$ cat src/ehn_pkg.sv
/*
 package for the erase-held nested command machine: command codes, addresses, limits, states.
 assumes a 16-bit data bus and word addresses whose low 12 bits carry the unlock offsets.
*/
package ehn_pkg;
	localparam int ADDR_W = 24;
	localparam int DATA_W = 16;
	localparam logic [15:0] CMD_RESET = 16'h00F0;
	localparam logic [7:0] CMD_STAT_READ = 8'h70;
	localparam logic [7:0] CMD_STAT_CLEAR = 8'h71;
	localparam logic [7:0] CMD_SET_EXIT_ARM = 8'h90;
	localparam logic [15:0] CMD_SET_EXIT = 16'h0000;
	localparam logic [7:0] CMD_LOCK_ENTRY = 8'hA0;
	localparam logic [7:0] CMD_UNLOCK1 = 8'hAA;
	localparam logic [7:0] CMD_UNLOCK2 = 8'h55;
	localparam logic [7:0] CMD_ERASE_PAUSE = 8'hB0;
	localparam logic [7:0] CMD_PROG_PAUSE = 8'h51;
	localparam logic [7:0] CMD_ERASE_RESUME = 8'h30;
	localparam logic [7:0] CMD_PROG_RESUME = 8'h50;
	localparam logic [11:0] ADDR_UNLOCK1 = 12'h555;
	localparam logic [11:0] ADDR_UNLOCK2 = 12'h2AA;
	localparam int MAX_WORDS = 256;
	localparam int PAGE_LSB = 8;
	localparam int SECTOR_LSB = 16;
	localparam int LAT_W = 16;
	localparam int CLK_MHZ = 125;
	localparam int ESL_US = 45;
	localparam int PSL_US = 40;
	localparam int ESL_CYC = ESL_US * CLK_MHZ;
	localparam int PSL_CYC = PSL_US * CLK_MHZ;

	// one host write cycle
	typedef struct packed {
		logic valid;
		logic [ADDR_W-1:0] addr;
		logic [DATA_W-1:0] data;
	} ehn_wr_s;

	typedef enum logic [4:0] {
		EH_IDLE, EH_HELD, EH_HELD_STAT, EH_UNLOCK1, EH_LOCK_CMD, EH_LOCK_WRITE,
		EH_LOCK_EXIT, EH_BUF_COUNT, EH_BUF_LOAD, EH_WORD_PROG, EH_PROGRAMMING,
		EH_PROG_STAT, EH_PAUSE_PEND, EH_PAUSED, EH_PAUSED_STAT, EH_P_UNLOCK1,
		EH_P_UNLOCK2
	} ehn_state_e;
endpackage : ehn_pkg

$ cat src/ehn_latency.sv
/*
 down-counter that raises done a fixed number of cycles after start.
 assumes start is a one-cycle pulse; a new start restarts the count.
*/
`timescale 1ns/1ns
`default_nettype none
module ehn_latency import ehn_pkg::*; #(
	parameter int CYCLES = 16
) (
	input wire logic clock,
	input wire logic rst_b,
	input wire logic start,
	output logic done
);
	localparam logic [LAT_W-1:0] LOAD = LAT_W'(CYCLES - 1);
	logic [LAT_W-1:0] count_q, count_d;
	logic run_q, run_d;

	// next count
	always_comb begin
		count_d = count_q;
		run_d = run_q;
		if (start) begin
			count_d = LOAD;
			run_d = 1'b1;
		end else if (run_q) begin
			if (count_q == '0)
				run_d = 1'b0;
			else
				count_d = count_q - 1'b1;
		end
	end

	assign done = run_q && !start && (count_q == '0);

	// register
	always_ff @(posedge clock) begin
		if (!rst_b) begin
			count_q <= '0;
			run_q <= 1'b0;
		end else begin
			count_q <= count_d;
			run_q <= run_d;
		end
	end
endmodule : ehn_latency
`default_nettype wire

$ cat src/ehn_fsm.sv
/*
 command machine for the states reachable while a sector erase is held.
 assumes one write per valid pulse, a ready bit from the array, and entry from the outer machine.
*/
`timescale 1ns/1ns
`default_nettype none
module ehn_fsm import ehn_pkg::*; #(
	parameter int ESL_CYCLES = ESL_CYC,
	parameter int PSL_CYCLES = PSL_CYC,
	parameter int MAX_COUNT = MAX_WORDS
) (
	input wire logic clock,
	input wire logic rst_b,
	input wire ehn_wr_s hostWrite,
	input wire logic enterHeld,
	input wire logic enterLockCmd,
	input wire logic enterBufCount,
	input wire logic enterWordProg,
	input wire logic [ADDR_W-1:0] bufSector,
	input wire logic deviceReadyBit,
	output ehn_state_e state,
	output logic progError,
	output logic bufWordStrobe,
	output logic lockWriteStart,
	output logic progPause,
	output logic progResume
);
	ehn_state_e state_q, state_d, ret_q, ret_d;
	logic [8:0] left_q, left_d;
	logic [ADDR_W-1:0] page_q, page_d;
	logic err_q, err_d, strobe_q, strobe_d, lock_q, lock_d, pause_q, pause_d;
	logic res_q, res_d, lockDone, pauseDone;
	logic wr, isReset, atUnl1, atUnl2;
	logic [7:0] cmd;

	// lock-operation and pause latency timers
	ehn_latency #(.CYCLES(ESL_CYCLES)) uLockLat (
		.clock(clock), .rst_b(rst_b), .start(lock_q), .done(lockDone));
	ehn_latency #(.CYCLES(PSL_CYCLES)) uPauseLat (
		.clock(clock), .rst_b(rst_b), .start(pause_q), .done(pauseDone));

	assign wr = hostWrite.valid;
	assign cmd = hostWrite.data[7:0];
	assign isReset = hostWrite.data == CMD_RESET;
	assign atUnl1 = hostWrite.addr[11:0] == ADDR_UNLOCK1;
	assign atUnl2 = hostWrite.addr[11:0] == ADDR_UNLOCK2;

	// ---------------------------------------------------------------
	// next state
	// ---------------------------------------------------------------
	always_comb begin
		state_d = state_q;
		ret_d = ret_q;
		left_d = left_q;
		page_d = page_q;
		err_d = 1'b0;
		strobe_d = 1'b0;
		lock_d = 1'b0;
		pause_d = 1'b0;
		res_d = 1'b0;
		if (enterHeld)
			state_d = EH_HELD;
		else if (enterLockCmd)
			state_d = EH_LOCK_CMD;
		else if (enterBufCount)
			state_d = EH_BUF_COUNT;
		else if (enterWordProg)
			state_d = EH_WORD_PROG;
		else begin
			case (state_q)
			EH_LOCK_CMD: if (wr) begin
				if (isReset)
					state_d = EH_HELD;
				else if (atUnl1 && cmd == CMD_STAT_READ) begin
					ret_d = EH_LOCK_CMD;
					state_d = EH_HELD_STAT;
				end else if (cmd == CMD_SET_EXIT_ARM)
					state_d = EH_LOCK_EXIT;
				else if (cmd == CMD_LOCK_ENTRY)
					state_d = EH_LOCK_WRITE;
			end
			EH_LOCK_WRITE: if (wr && !lockDone)
				lock_d = 1'b1;
			else if (lockDone)
				state_d = EH_HELD;
			EH_LOCK_EXIT: if (wr && hostWrite.data == CMD_SET_EXIT)
				state_d = EH_HELD;
			EH_HELD_STAT: if (wr)
				state_d = ret_q;
			EH_BUF_COUNT: if (wr) begin
				if (32'(hostWrite.data) + 32'd1 > 32'(MAX_COUNT)
					|| hostWrite.addr[ADDR_W-1:SECTOR_LSB] != bufSector[ADDR_W-1:SECTOR_LSB]) begin
					err_d = 1'b1;
					state_d = EH_PROGRAMMING;
				end else begin
					left_d = 9'(hostWrite.data) + 9'd1;
					page_d = hostWrite.addr;
					state_d = EH_BUF_LOAD;
				end
			end
			EH_BUF_LOAD: if (wr) begin
				if (left_q == '0
					|| hostWrite.addr[ADDR_W-1:PAGE_LSB] != page_q[ADDR_W-1:PAGE_LSB]) begin
					err_d = 1'b1;
					state_d = EH_PROGRAMMING;
				end else begin
					strobe_d = 1'b1;
					left_d = left_q - 9'd1;
				end
			end
			EH_WORD_PROG: if (wr)
				state_d = EH_PROGRAMMING;
			EH_PROGRAMMING: if (wr) begin
				if (atUnl1 && cmd == CMD_STAT_READ) begin
					ret_d = EH_PROGRAMMING;
					state_d = EH_PROG_STAT;
				end else if (!deviceReadyBit) begin
					if (cmd == CMD_ERASE_PAUSE || cmd == CMD_PROG_PAUSE) begin
						pause_d = 1'b1;
						state_d = EH_PAUSE_PEND;
					end
				end else if (isReset || (atUnl1 && cmd == CMD_STAT_CLEAR))
					state_d = EH_HELD;
				else if (atUnl1 && cmd == CMD_UNLOCK1)
					state_d = EH_UNLOCK1;
			end
			EH_PROG_STAT, EH_PAUSED_STAT: begin
				// a pause that settles during the status read is not lost
				if (pauseDone && ret_q == EH_PAUSE_PEND)
					ret_d = EH_PAUSED;
				if (wr)
					state_d = ret_d;
			end
			EH_PAUSE_PEND: if (pauseDone)
				state_d = EH_PAUSED;
			else if (wr && atUnl1 && cmd == CMD_STAT_READ) begin
				ret_d = EH_PAUSE_PEND;
				state_d = EH_PROG_STAT;
			end
			EH_PAUSED, EH_P_UNLOCK2: if (wr) begin
				if (cmd == CMD_ERASE_RESUME || cmd == CMD_PROG_RESUME) begin
					res_d = 1'b1;
					state_d = EH_PROGRAMMING;
				end else if (atUnl1 && cmd == CMD_STAT_READ) begin
					ret_d = EH_PAUSED;
					state_d = EH_PAUSED_STAT;
				end else if (state_q == EH_PAUSED && atUnl1 && cmd == CMD_UNLOCK1)
					state_d = EH_P_UNLOCK1;
			end
			EH_P_UNLOCK1: if (wr) begin
				if (atUnl2 && cmd == CMD_UNLOCK2)
					state_d = EH_P_UNLOCK2;
				else if (atUnl1 && cmd == CMD_STAT_READ) begin
					ret_d = EH_PAUSED;
					state_d = EH_PAUSED_STAT;
				end
			end
			default: state_d = state_q;
			endcase
		end
	end

	// ---------------------------------------------------------------
	// registers
	// ---------------------------------------------------------------
	always_ff @(posedge clock) begin
		if (!rst_b) begin
			state_q <= EH_IDLE;
			ret_q <= EH_IDLE;
			left_q <= '0;
			page_q <= '0;
			err_q <= 1'b0;
			strobe_q <= 1'b0;
			lock_q <= 1'b0;
			pause_q <= 1'b0;
			res_q <= 1'b0;
		end else begin
			state_q <= state_d;
			ret_q <= ret_d;
			left_q <= left_d;
			page_q <= page_d;
			err_q <= err_d;
			strobe_q <= strobe_d;
			lock_q <= lock_d;
			pause_q <= pause_d;
			res_q <= res_d;
		end
	end

	assign state = state_q;
	assign progError = err_q;
	assign bufWordStrobe = strobe_q;
	assign lockWriteStart = lock_q;
	assign progPause = pause_q;
	assign progResume = res_q;
endmodule : ehn_fsm
`default_nettype wire

$ cat config.mk
export PLATFORM = sky130hd
export DESIGN_NAME = ehn_fsm
export DESIGN_NICKNAME = d
export VERILOG_FILES = /design/src/ehn_pkg.sv /design/src/ehn_latency.sv /design/src/ehn_fsm.sv
export SDC_FILE = /design/constraint.sdc
export NUM_CORES = 1
export LEC_CHECK = 0
export BUFFER_PORTS_ARGS = -buffer_cell sky130_fd_sc_hd__buf_4
export CORE_UTILIZATION = 30
export CTS_CLUSTER_DIAMETER = 150
export CTS_CLUSTER_SIZE = 12
export DETAILED_ROUTE_END_ITERATION = 8
export GPL_TIMING_DRIVEN = 0
export SKIP_LAST_GASP = 1
export SYNTH_ARGS = -nofsm -noshare
export SYNTH_HDL_FRONTEND = slang
export SYNTH_SLANG_ARGS = --single-unit
$ cat constraint.sdc
create_clock -name clock -period 3.7 [get_ports clock]
set_input_delay 0.37 -clock clock [delete_from_list [all_inputs] [get_ports clock]]
set_output_delay 0.37 -clock clock [all_outputs]
set_load 0.02 [all_outputs]
; ---- After elaboration in Yosys (flattened, before gate mapping)
; Cells that the tools add are included.
[word_totals]
reg_bits = 82
out_inout_bits = 10
elab_cells = 309
[classes]
add_sub_neg = 5
magnitude_cmp = 1
n_eq_ne = 136
muxes = 75
bitwise_logic = 13
n_reduce_logical = 60
[op_table]
columns = op, n
row1 = $mux W5, 42
row2 = $ne A6 B6 Y1 const B, 19
row3 = $reduce_and A20 Y1, 5
row4 = $ne A5 B5 Y1 const B, 19
row5 = $mux W13, 6
row6 = $ne A4 B4 Y1 const B, 17
row7 = $pmux W5 S12, 1
row8 = $logic_not A16 Y1, 3
row9 = $ne A2 B2 Y1 const B, 24
row10 = $eq A5 B4 Y1 const B, 9
row11 = $ne A3 B3 Y1 const B, 15
row12 = $ne A7 B7 Y1 const B, 6
row13 = $eq A8 B7 Y1 const B, 5
row14 = $mux W9, 4
row15 = $eq A8 B8 Y1 const B, 4
row16 = $ne A8 B8 Y1 const B, 4
row17 = $sub A16 B1 Y16 const B, 2
row18 = $pmux W5 S6, 1
row19 = $eq A5 B3 Y1 const B, 4
row20 = $ne A9 B9 Y1 const B, 2
row21 = $pmux W9 S2, 1
row22 = $add A16 B1 Y17 const B, 1
row23 = $gt A17 B9 Y1 const B, 1
row24 = $eq A16 B8 Y1 const B, 1
row25 = 37 further kinds, 94

; ---- Depth between registers and ports, before layout
; Gate-level depths: netlist of the first run.
[depth]
depth_word = 12
depth_mapped = 11
ltp_nobuf = 9

; ---- Modules after synthesis
; From an unflattened synthesis of the first run, not the netlist that was laid out.
[hier_totals]
hier_cells = 657
hier_area_um2 = 5460.2
[by_module_without_submodules]
columns = module, instances, cells_per_inst, area_each_um2, seq_area_each_um2
row1 = ehn_fsm, 1, 441, 3542.1, 800.8
row2 = ehn_latency (uPauseLat), 1, 113, 999.7, 340.3
row3 = ehn_latency (uLockLat), 1, 103, 918.4, 340.3

; ---- Worst setup path before layout of the first run
; Ideal clock, no wire load.
[synth_timing]
kind = input -> register
startpoint = input port hostWrite[0] (netlist name)
endpoint = register page_q[14]
setup_time_ps = 128
arrival_ps = 2573
required_ps = 3572
path_slack_ps = 999
path_stages = 9
n_path_buf = 1
cell_sequence = ha_1 > nand3_1 > nor4_1 > mux2_2 > nor3_1 > nand4_2 > buf_2 > mux2i_1 > nor2_1
[synth_via]
elab_chain_len = 5
[synth_lines]
columns = element, line
row1 = from (decl), ehn_fsm.sv:14  ; input wire ehn_wr_s hostWrite,
row2 = $add A16 B1 Y17, ehn_fsm.sv:91  ; if (32'(hostWrite.data) + 32'd1 > 32'(MAX_COUNT)
row3 = $gt A17 B9 Y1, ehn_fsm.sv:91
row4 = $logic_or A1 B1 Y1, ehn_fsm.sv:92  ; || hostWrite.addr[ADDR_W-1:SECTOR_LSB] != bufSector[ADDR_W-1:SECTOR_LSB]) begin
row5 = $not A1 Y1 (no source line), n/a
row6 = $reduce_and A7 Y1 (no source line), n/a
row7 = to (signal assigned), ehn_fsm.sv:181  ; page_q <= page_d;
row8 = to (decl), ehn_fsm.sv:30  ; logic [ADDR_W-1:0] page_q, page_d;
; No other way between the ends.
; A chain may end at the register's enable or synchronous reset.

; ---- Worst setup path in the final report of the first run
[layout_timing]
startpoint = input port hostWrite[1] (netlist name)
endpoint = register left_q[7]
[layout_via]
elab_chain_len = 5
elab_cells_between_ends = 9
classes_between = 2 x add/sub / 1 x order compare / 1 x eq/ne / 3 x mux / 2 x reduce/logical
[layout_lines]
columns = element, line
row1 = $add A16 B1 Y17, ehn_fsm.sv:91
row2 = $gt A17 B9 Y1, ehn_fsm.sv:91
row3 = $logic_or A1 B1 Y1, ehn_fsm.sv:92
row4 = $ne A2 B2 Y1 (no source line), n/a
row5 = $reduce_and A9 Y1 (no source line), n/a
row6 = to (signal assigned), ehn_fsm.sv:180  ; left_q <= left_d;
row7 = to (decl), ehn_fsm.sv:29  ; logic [8:0] left_q, left_d;
; Several ways; a longest one is shown, not always the timed one. The select of a mux whose other input is x is not followed.

==> results.md, run 1 <==
## Run status
- outcome: complete, no violations

## Min path
- min-delay worst type: input pin to register
- Hold Path Depth: 2

## Floorplan
- effective utilization at floorplan: 30.6%
- total die area: 17500 µm²
- placeable core area: 16600 µm²
- die boundary height: 132 µm
- Row Count: 47
- Ports: 82
- Die Width: 132 µm

## STA
- setup repair after global routing missed its margin: no
- maximum clock skew at final layout: 7.78 ps
- Fin. Hold Viols: 0
- share of the cycle needed by the critical path after routing: 85.0%
- minimum clock period after layout: 3150 ps
- Tightest Pin Transition: 776 ps
- Finish-stage setup viols: 0
- achievable clock frequency: 318 MHz
- count of final max-slew check failures: 0
- post-route setup TNS: 0 ps
- worst slew slack as a fraction of its limit: 47.8%

## Finish
- fraction of layout instances using a drive strength above 1: 14.3%
- final std cells w/o fill: 938
- net count of the finished layout: 795
- final core utilization: 37.0%
- total inserted antenna cells: 0
- Layout Area Growth over Synthesis: 20.8%

## Power and ir drop
- Peak VDD IR: 0.217 mV
- static leakage power: 2.45 nW
- power per standard cell area: 320 nW/µm²

## Clocking
- worst-skew pair later-pin latency: 340 ps
- clock buffer count from CTS: 9
- post-CTS setup repair buffer count: 0
- post_cts resized: 0
- worst-case clock buffer depth: 2
- register clock-pin slew on the reported worst setup and hold paths: 60 ps
- CTS Hold Bufs: 0
- clock tree sinks: 74
- H-tree Lvls: 3
- root buffer cell: clkbuf_16
- TritonCTS clock tree: yes

## Synth
- post-synthesis register bit count: 74
- xor/xnor share of the synthesized area: 10.7%
- most instantiated flip-flop cell in the synthesis netlist: dfxtp_1
- adder and majority gate portion of the synthesized area: 2.22%
- number of nets produced by synthesis: 722
- cell area after synthesis: 5080 µm²
- largest family of logic cells by synthesized area: simple AND/OR/NAND/NOR gates
- Synth async-reset ratio: 0%
- area share of and/or/nand/nor cells after synthesis: 32.0%
- post-synthesis area per instance: 7.92 µm²
- post-synth cell types: 74
- yosys synthesis warning count: 0
- part of the Yosys area used for sequential elements: 29.2%
- portion of netlist area occupied by mux cells: 3.99%
- count of flip-flops with a built-in enable after synthesis: 0
- Synth Instances: 641
- complex-gate fraction of the synthesized area: 18.2%

## Placed design
- final HPWL from detailed placement: 11000 µm
- global placement routability congestion: 0.932
- post-placement cell count: 923
- number of buffers added on ports: 62

## Route
- total via count in the routed design: 4944
- DR vias/cell: 5.27
- Antenna Violating Nets Remaining: 0
- per-cell routed wire length: 15.2 µm
- Total Wirelength: 14300 µm
- TritonRoute pass-1 iters: 5
- residual DRC count: 0
- DRT iter0 DRCs: 507

## Critical path
- type of destination of the critical path: register
- Slowest cell on crit path: nor3_1
- logic depth of the worst register-to-register path: 8
- biggest fanout along the worst timing path: 10
- kind of critical path: input pin to register
- crit-path cells: buf_4, ha_1, nand3_1, nor4_1, mux2_2, nor3_1, a41oi_1, nand3b_1, a32o_1
- startpoint type of the worst setup path: input pin
- largest stage delay on the critical path: 510 ps
- Data required, critical path: 3930 ps
- arrival time worst endpoint: 3370 ps

## Global routing
- overall overflow remaining after global route: 0
- number of antenna violations at the first check in global routing: 0
- wire length of the first global-routing pass: 24000 µm
- maximum number of pins on one net before global-route repair: 13
- overall routing resource usage: 17.2%
- vias in the first global route: 4748

## Job
- max capacitance violation total: 0

[critical path: cells and delay by family]
| family | cells | cell delay (ps) |
|---|---|---|
| AND/OR/NAND/NOR | 4 | 1500 |
| buffers and inverters | 1 | 140 |
| multiplexers | 1 | 370 |
| adder cells (fa/ha/maj) | 1 | 230 |
| AO/OA/AOI/OAI | 2 | 750 |
[flip-flops by register name, indices dropped and copies added, names as in the netlist]
name               flops
state                  5
uPauseLat.count_q     16
uPauseLat.run_q        1
uLockLat.count_q      16
progPause              1
page_q                16
progResume             1
lockWriteStart         1
left_q                 9
uLockLat.run_q         1
bufWordStrobe          1
ret_q                  5
progError              1
[cells in the mapped netlist, types with 3 or more instances]
| library cell | number | area share, % |
|---|---|---|
| nor2_1 | 86 | 6.4 |
| dfxtp_1 | 74 | 29 |
| xor2_1 | 43 | 7.4 |
| nand2_1 | 37 | 2.7 |
| o21ai_0 | 28 | 2.8 |
| a21oi_1 | 27 | 2.7 |
| nor3_1 | 26 | 2.6 |
| clkbuf_1 | 23 | 1.7 |
| nand3_1 | 23 | 2.3 |
| nor4_1 | 20 | 2.5 |
| xnor2_1 | 19 | 3.3 |
| mux2i_1 | 18 | 3.5 |
| inv_1 | 16 | 1.2 |
| nand2b_1 | 16 | 2.0 |
| nand4_1 | 13 | 1.6 |
| nor2b_1 | 13 | 1.6 |
| ha_1 | 9 | 2.2 |
| o21a_1 | 8 | 1.2 |
| or3_1 | 8 | 0.99 |
| a211oi_1 | 7 | 1.0 |
| buf_2 | 6 | 0.59 |
| nor4b_1 | 6 | 1.0 |
| nor4bb_1 | 6 | 1.2 |
| or4_1 | 6 | 0.89 |
| a221o_1 | 5 | 0.99 |
| a31oi_1 | 5 | 0.62 |
| nand3b_1 | 5 | 0.74 |
| and2_1 | 4 | 0.49 |
| and3_1 | 4 | 0.49 |
| and4_1 | 4 | 0.69 |
| nor3b_1 | 4 | 0.59 |
| a21boi_0 | 3 | 0.44 |
| buf_1 | 3 | 0.22 |
| nand4b_1 | 3 | 0.52 |
| o21ai_1 | 3 | 0.30 |
| o22ai_1 | 3 | 0.37 |
| o2bb2ai_1 | 3 | 0.52 |
| o41ai_1 | 3 | 0.52 |
[logic make-up after synthesis]
family / after synthesis
mux: 20
flops: 74
buf+inv: 49
compound gates: 131
fa+ha+maj: 9
simple gates: 296
xor+xnor: 62
[metal layers]
layer  global-route usage [%]  wire, µm  share of wire [%]
met5                        0         0                  0
met2                     26.1      6240                 44
met4                     7.56       313                2.2
met1                     23.3      6950                 49
met3                     3.54       775                5.4
[final timing paths]
check	from	end	slack (ps)
worst max-delay path	hostWrite[1]	left_q[7]$_SDFFE_PN0P_	550
worst min-delay path	enterLockCmd	state[1]$_SDFFE_PP0P_	240
worst max register to register	state[3]$_SDFFE_PP0P_	state[1]$_SDFFE_PP0P_	690
worst min register to register	left_q[5]$_SDFFE_PN0P_	left_q[5]$_SDFFE_PN0P_	450
[final cells by class]
type	count	area, µm²
flip-flops and latches	74	1480
plain buffers	32	128
repair buffers	62	465
inverters	17	63.8
clock buffers	12	267
fillers	1771	10400
well taps	220	275
multi-input cells	518	3410
clock inverters	3	47.5
[placed cells by master, fill, tap and decap left out, drive strengths merged, types with 13 or more instances in the layout]
master / Yosys / routed
xnor2: 19 / 19
dfxtp: 74 / 74
nor2b: 13 / 13
nand2: 37 / 37
buf: 9 / 71
nand4: 14 / 14
clkbuf: 23 / 35
nand3: 23 / 23
a21oi: 28 / 28
o21ai: 32 / 32
xor2: 43 / 43
nor2: 86 / 86
nor3: 27 / 27
nand2b: 16 / 16
mux2i: 18 / 18
inv: 16 / 16
nor4: 22 / 22
[through the flow]
| stage | instance area [µm²] | worst slack (ps) | total power [mW] | hold WS, ps |
|---|---|---|---|---|
| final | 6130 | 553 | 1.96 | 244 |
| after CTS | 6130 | 570 | 1.98 | 219 |
| after global routing | 6130 | 291 | 2.04 | 237 |
| after detailed placement | 5820 | 210 | 1.06 | 448 |
| after floorplan | 5080 | 999 | 0.956 | 425 |
| after global placement | 5820 | 229 | 1.07 | 447 |
[power by group]
| group | leakage (nW) | internal, mW | switching (mW) |
|---|---|---|---|
| logic | 1.70 | 0.104 | 0.142 |
| clock network | 0.155 | 0.576 | 0.335 |
| registers | 0.596 | 0.800 | 0.00461 |
| total | 2.45 | 1.48 | 0.481 |
Power figures use the tool's default switching activity.
==> run 2, diff against run 1 <==
--- a/config.mk
+++ b/config.mk
@@ -14,4 +14,5 @@
 export SKIP_LAST_GASP = 1
 export SYNTH_ARGS = -nofsm -noshare
 export SYNTH_HDL_FRONTEND = slang
+export SYNTH_HIERARCHICAL = 1
 export SYNTH_SLANG_ARGS = --single-unit
==> results.md, run 2 <==
## Run status
- outcome: complete, no violations

## Synth
- top cells by instance count after synthesis: dfxtp_1, nor2_1, a21oi_1
- post-synthesis area per instance: 8.31 µm²
- area share of the leading cell type in the synthesized netlist: 27.1%
- part of the Yosys area used for sequential elements: 27.1%
- most instantiated flip-flop cell in the synthesis netlist: dfxtp_1
- Synth Instances: 657
- most repeated cell in the gate-level netlist after synthesis: dfxtp_1
- Synth async-reset ratio: 0%
- post-synth cell types: 98
- cell area after synthesis: 5460 µm²
- post-synth top area cell: dfxtp_1
- yosys synthesis warning count: 6
- count of flip-flops with a built-in enable after synthesis: 0
- top post-synthesis cells by area: dfxtp_1, mux2i_1, a21oi_1
- number of nets produced by synthesis: 739
- post-synthesis register bit count: 74

## Floorplan
- placeable core area: 17500 µm²
- Ports: 82
- die boundary height: 137 µm
- total die area: 18700 µm²
- Die Width: 137 µm
- Row Count: 48
- effective utilization at floorplan: 31.1%

## STA
- Finish-stage setup viols: 0
- maximum clock skew at final layout: 8.87 ps
- count of final max-slew check failures: 0
- share of the cycle needed by the critical path after routing: 93.1%
- minimum clock period after layout: 3440 ps
- setup repair after global routing missed its margin: no
- hold slack final: 230 ps
- Tightest Pin Transition: 575 ps
- worst slew slack as a fraction of its limit: 61.3%
- Fin. Hold Viols: 0
- achievable clock frequency: 290 MHz

## Finish
- register area: 1480 µm²
- total inserted antenna cells: 0
- most common library cell in the layout ignoring fill and taps: dfxtp_1
- Layout Area Growth over Synthesis: 20.1%
- commonest cells after routing, fill and taps aside: dfxtp_1, buf_4, nor2_1, a21oi_1, nand2_1
- multi-input combinational cell area: 3720 µm²
- filler cell count: 1817
- fraction of layout instances using a drive strength above 1: 21.3%
- biggest registers after layout: page_q: 16 flops, uLockLat/count_q: 16 flops, uPauseLat/count_q: 16 flops
- final core utilization: 37.4%
- net count of the finished layout: 815

## Critical path
- Data required, critical path: 3930 ps
- type of destination of the critical path: register
- kind of critical path: register to register
- Slowest cell on crit path: or3b_2
- Reg2Reg Setup Slack: 260 ps
- biggest fanout along the worst timing path: 3
- largest stage delay on the critical path: 500 ps
- startpoint type of the worst setup path: register
- arrival time worst endpoint: 3680 ps
- crit-path cells: inv_1, ha_1, or3b_2, nor4_4, and4b_1, nor4_1, a311oi_1, o2111ai_2, nor3_4, mux2_4, a2111oi_2

## Global routing
- vias in the first global route: 4772
- maximum number of pins on one net before global-route repair: 12
- wire length of the first global-routing pass: 23900 µm
- number of antenna violations at the first check in global routing: 0
- overall routing resource usage: 16.4%
- overall overflow remaining after global route: 0

## Clocking
- TritonCTS clock tree: yes
- clock buffer count from CTS: 9
- register clock-pin slew on the reported worst setup and hold paths: 60 ps
- H-tree Lvls: 3
- root buffer cell: clkbuf_16
- worst-skew pair later-pin latency: 340 ps
- CTS Hold Bufs: 0
- clock tree sinks: 74
- worst-case clock buffer depth: 2

## Route
- Antenna Violating Nets Remaining: 0
- Total Wirelength: 14800 µm
- per-cell routed wire length: 15.4 µm
- total via count in the routed design: 5248
- TritonRoute pass-1 iters: 5
- residual DRC count: 0
- DRT iter0 DRCs: 369
- DR vias/cell: 5.45

## Power and ir drop
- static leakage power: 2.36 nW
- power per standard cell area: 298 nW/µm²
- total net switching power: 0.477 mW
- Peak VDD IR: 0.223 mV
- proportion of total power due to net switching: 24.4%
- Pint: 1.47 mW
- combinational cell fraction of total power: 13.5%
- portion of total power attributed to sequential cells: 41.1%
- Clk pwr share: 45.5%

## Job
- max capacitance violation total: 0

## Placed design
- global placement routability congestion: 0.907
- final HPWL from detailed placement: 11300 µm
- number of buffers added on ports: 64

## Min path
- min-delay worst type: input pin to register

## run 2: worst paths after layout
| path | cells past startpoint | end | startpoint |
|---|---|---|---|
| max | 11 | state[2]$_SDFFE_PP0P_ | uLockLat/count_q[0]$_SDFFE_PP0P_ |
| min | 2 | state[2]$_SDFFE_PP0P_ | enterHeld |
| max reg2reg | 11 | state[2]$_SDFFE_PP0P_ | uLockLat/count_q[0]$_SDFFE_PP0P_ |
| min reg2reg | 2 | uLockLat/count_q[0]$_SDFFE_PP0P_ | uLockLat/count_q[0]$_SDFFE_PP0P_ |
## run 2: critical path: cells and delay by family, from the launching register on
family	cells	cell delay (ps)
buf+inv	1	100
flops	1	320
fa+ha+maj	1	180
compound gates	3	940
simple gates	5	1460
mux	1	330
## run 2: cell families (layout without fill, tap and decap cells)
family / count (synthesis) / in the layout / share of synthesized area, %
XOR/XNOR: 36 / 36 / 5.77
flip-flops: 74 / 74 / 27.1
AND/OR/NAND/NOR: 296 / 296 / 33.4
buffers and inverters: 57 / 138 / 5.29
adder cells (fa/ha/maj): 10 / 10 / 2.29
multiplexers: 30 / 30 / 5.68
AO/OA/AOI/OAI: 154 / 154 / 20.4
## run 2: power groups by stage
stage	clock network (mW)	registers, mW	logic, mW
2_1_floorplan	0	0.821	0.144
3_3_place_gp	0	0.818	0.260
3_5_place_dp	0	0.818	0.259
4_1_cts	0.919	0.801	0.260
5_1_grt	0.949	0.801	0.287
6_report	0.887	0.801	0.263
## run 2: final cells by class
type / count / area share, %
Tap cell: 225 / 4.29
Clock buffer: 14 / 4.03
Sequential cell: 74 / 22.6
Clock inverter: 2 / 0.534
Multi-Input combinational cell: 526 / 56.7
Timing Repair Buffer: 65 / 7.44
Inverter: 18 / 1.03
Buffer: 39 / 3.38
## run 2: stage by stage
stage                     total power [mW]  instance area (µm²)  TNS (ps)  worst slack [ps]  instances
after floorplan                      0.966                 5460         0               502        657
after global placement                1.08                 6220      -913              -410        946
after detailed placement              1.08                 6220      -753              -381        946
after CTS                             1.98                 6540         0              90.1        963
after global routing                  2.04                 6560         0              21.1        963
final                                 1.95                 6560         0               255        963
## run 2: timing repair
item                                    4_1_cts  5_1_grt
setup buffers                                 1        0
endpoints found under the setup margin        5        1
resized for setup                             2        2
pin swaps                                     1        0
## run 2: routing by layer
metal	vias up	part of all wire (%)	global-route usage [%]	wire length, µm
li1	2625	-	-	-
met1	2471	50	23.0	7440
met2	138	43	24.9	6360
met3	14	5.6	3.81	828
met4	0	1.2	4.15	173
met5	-	0	0	0
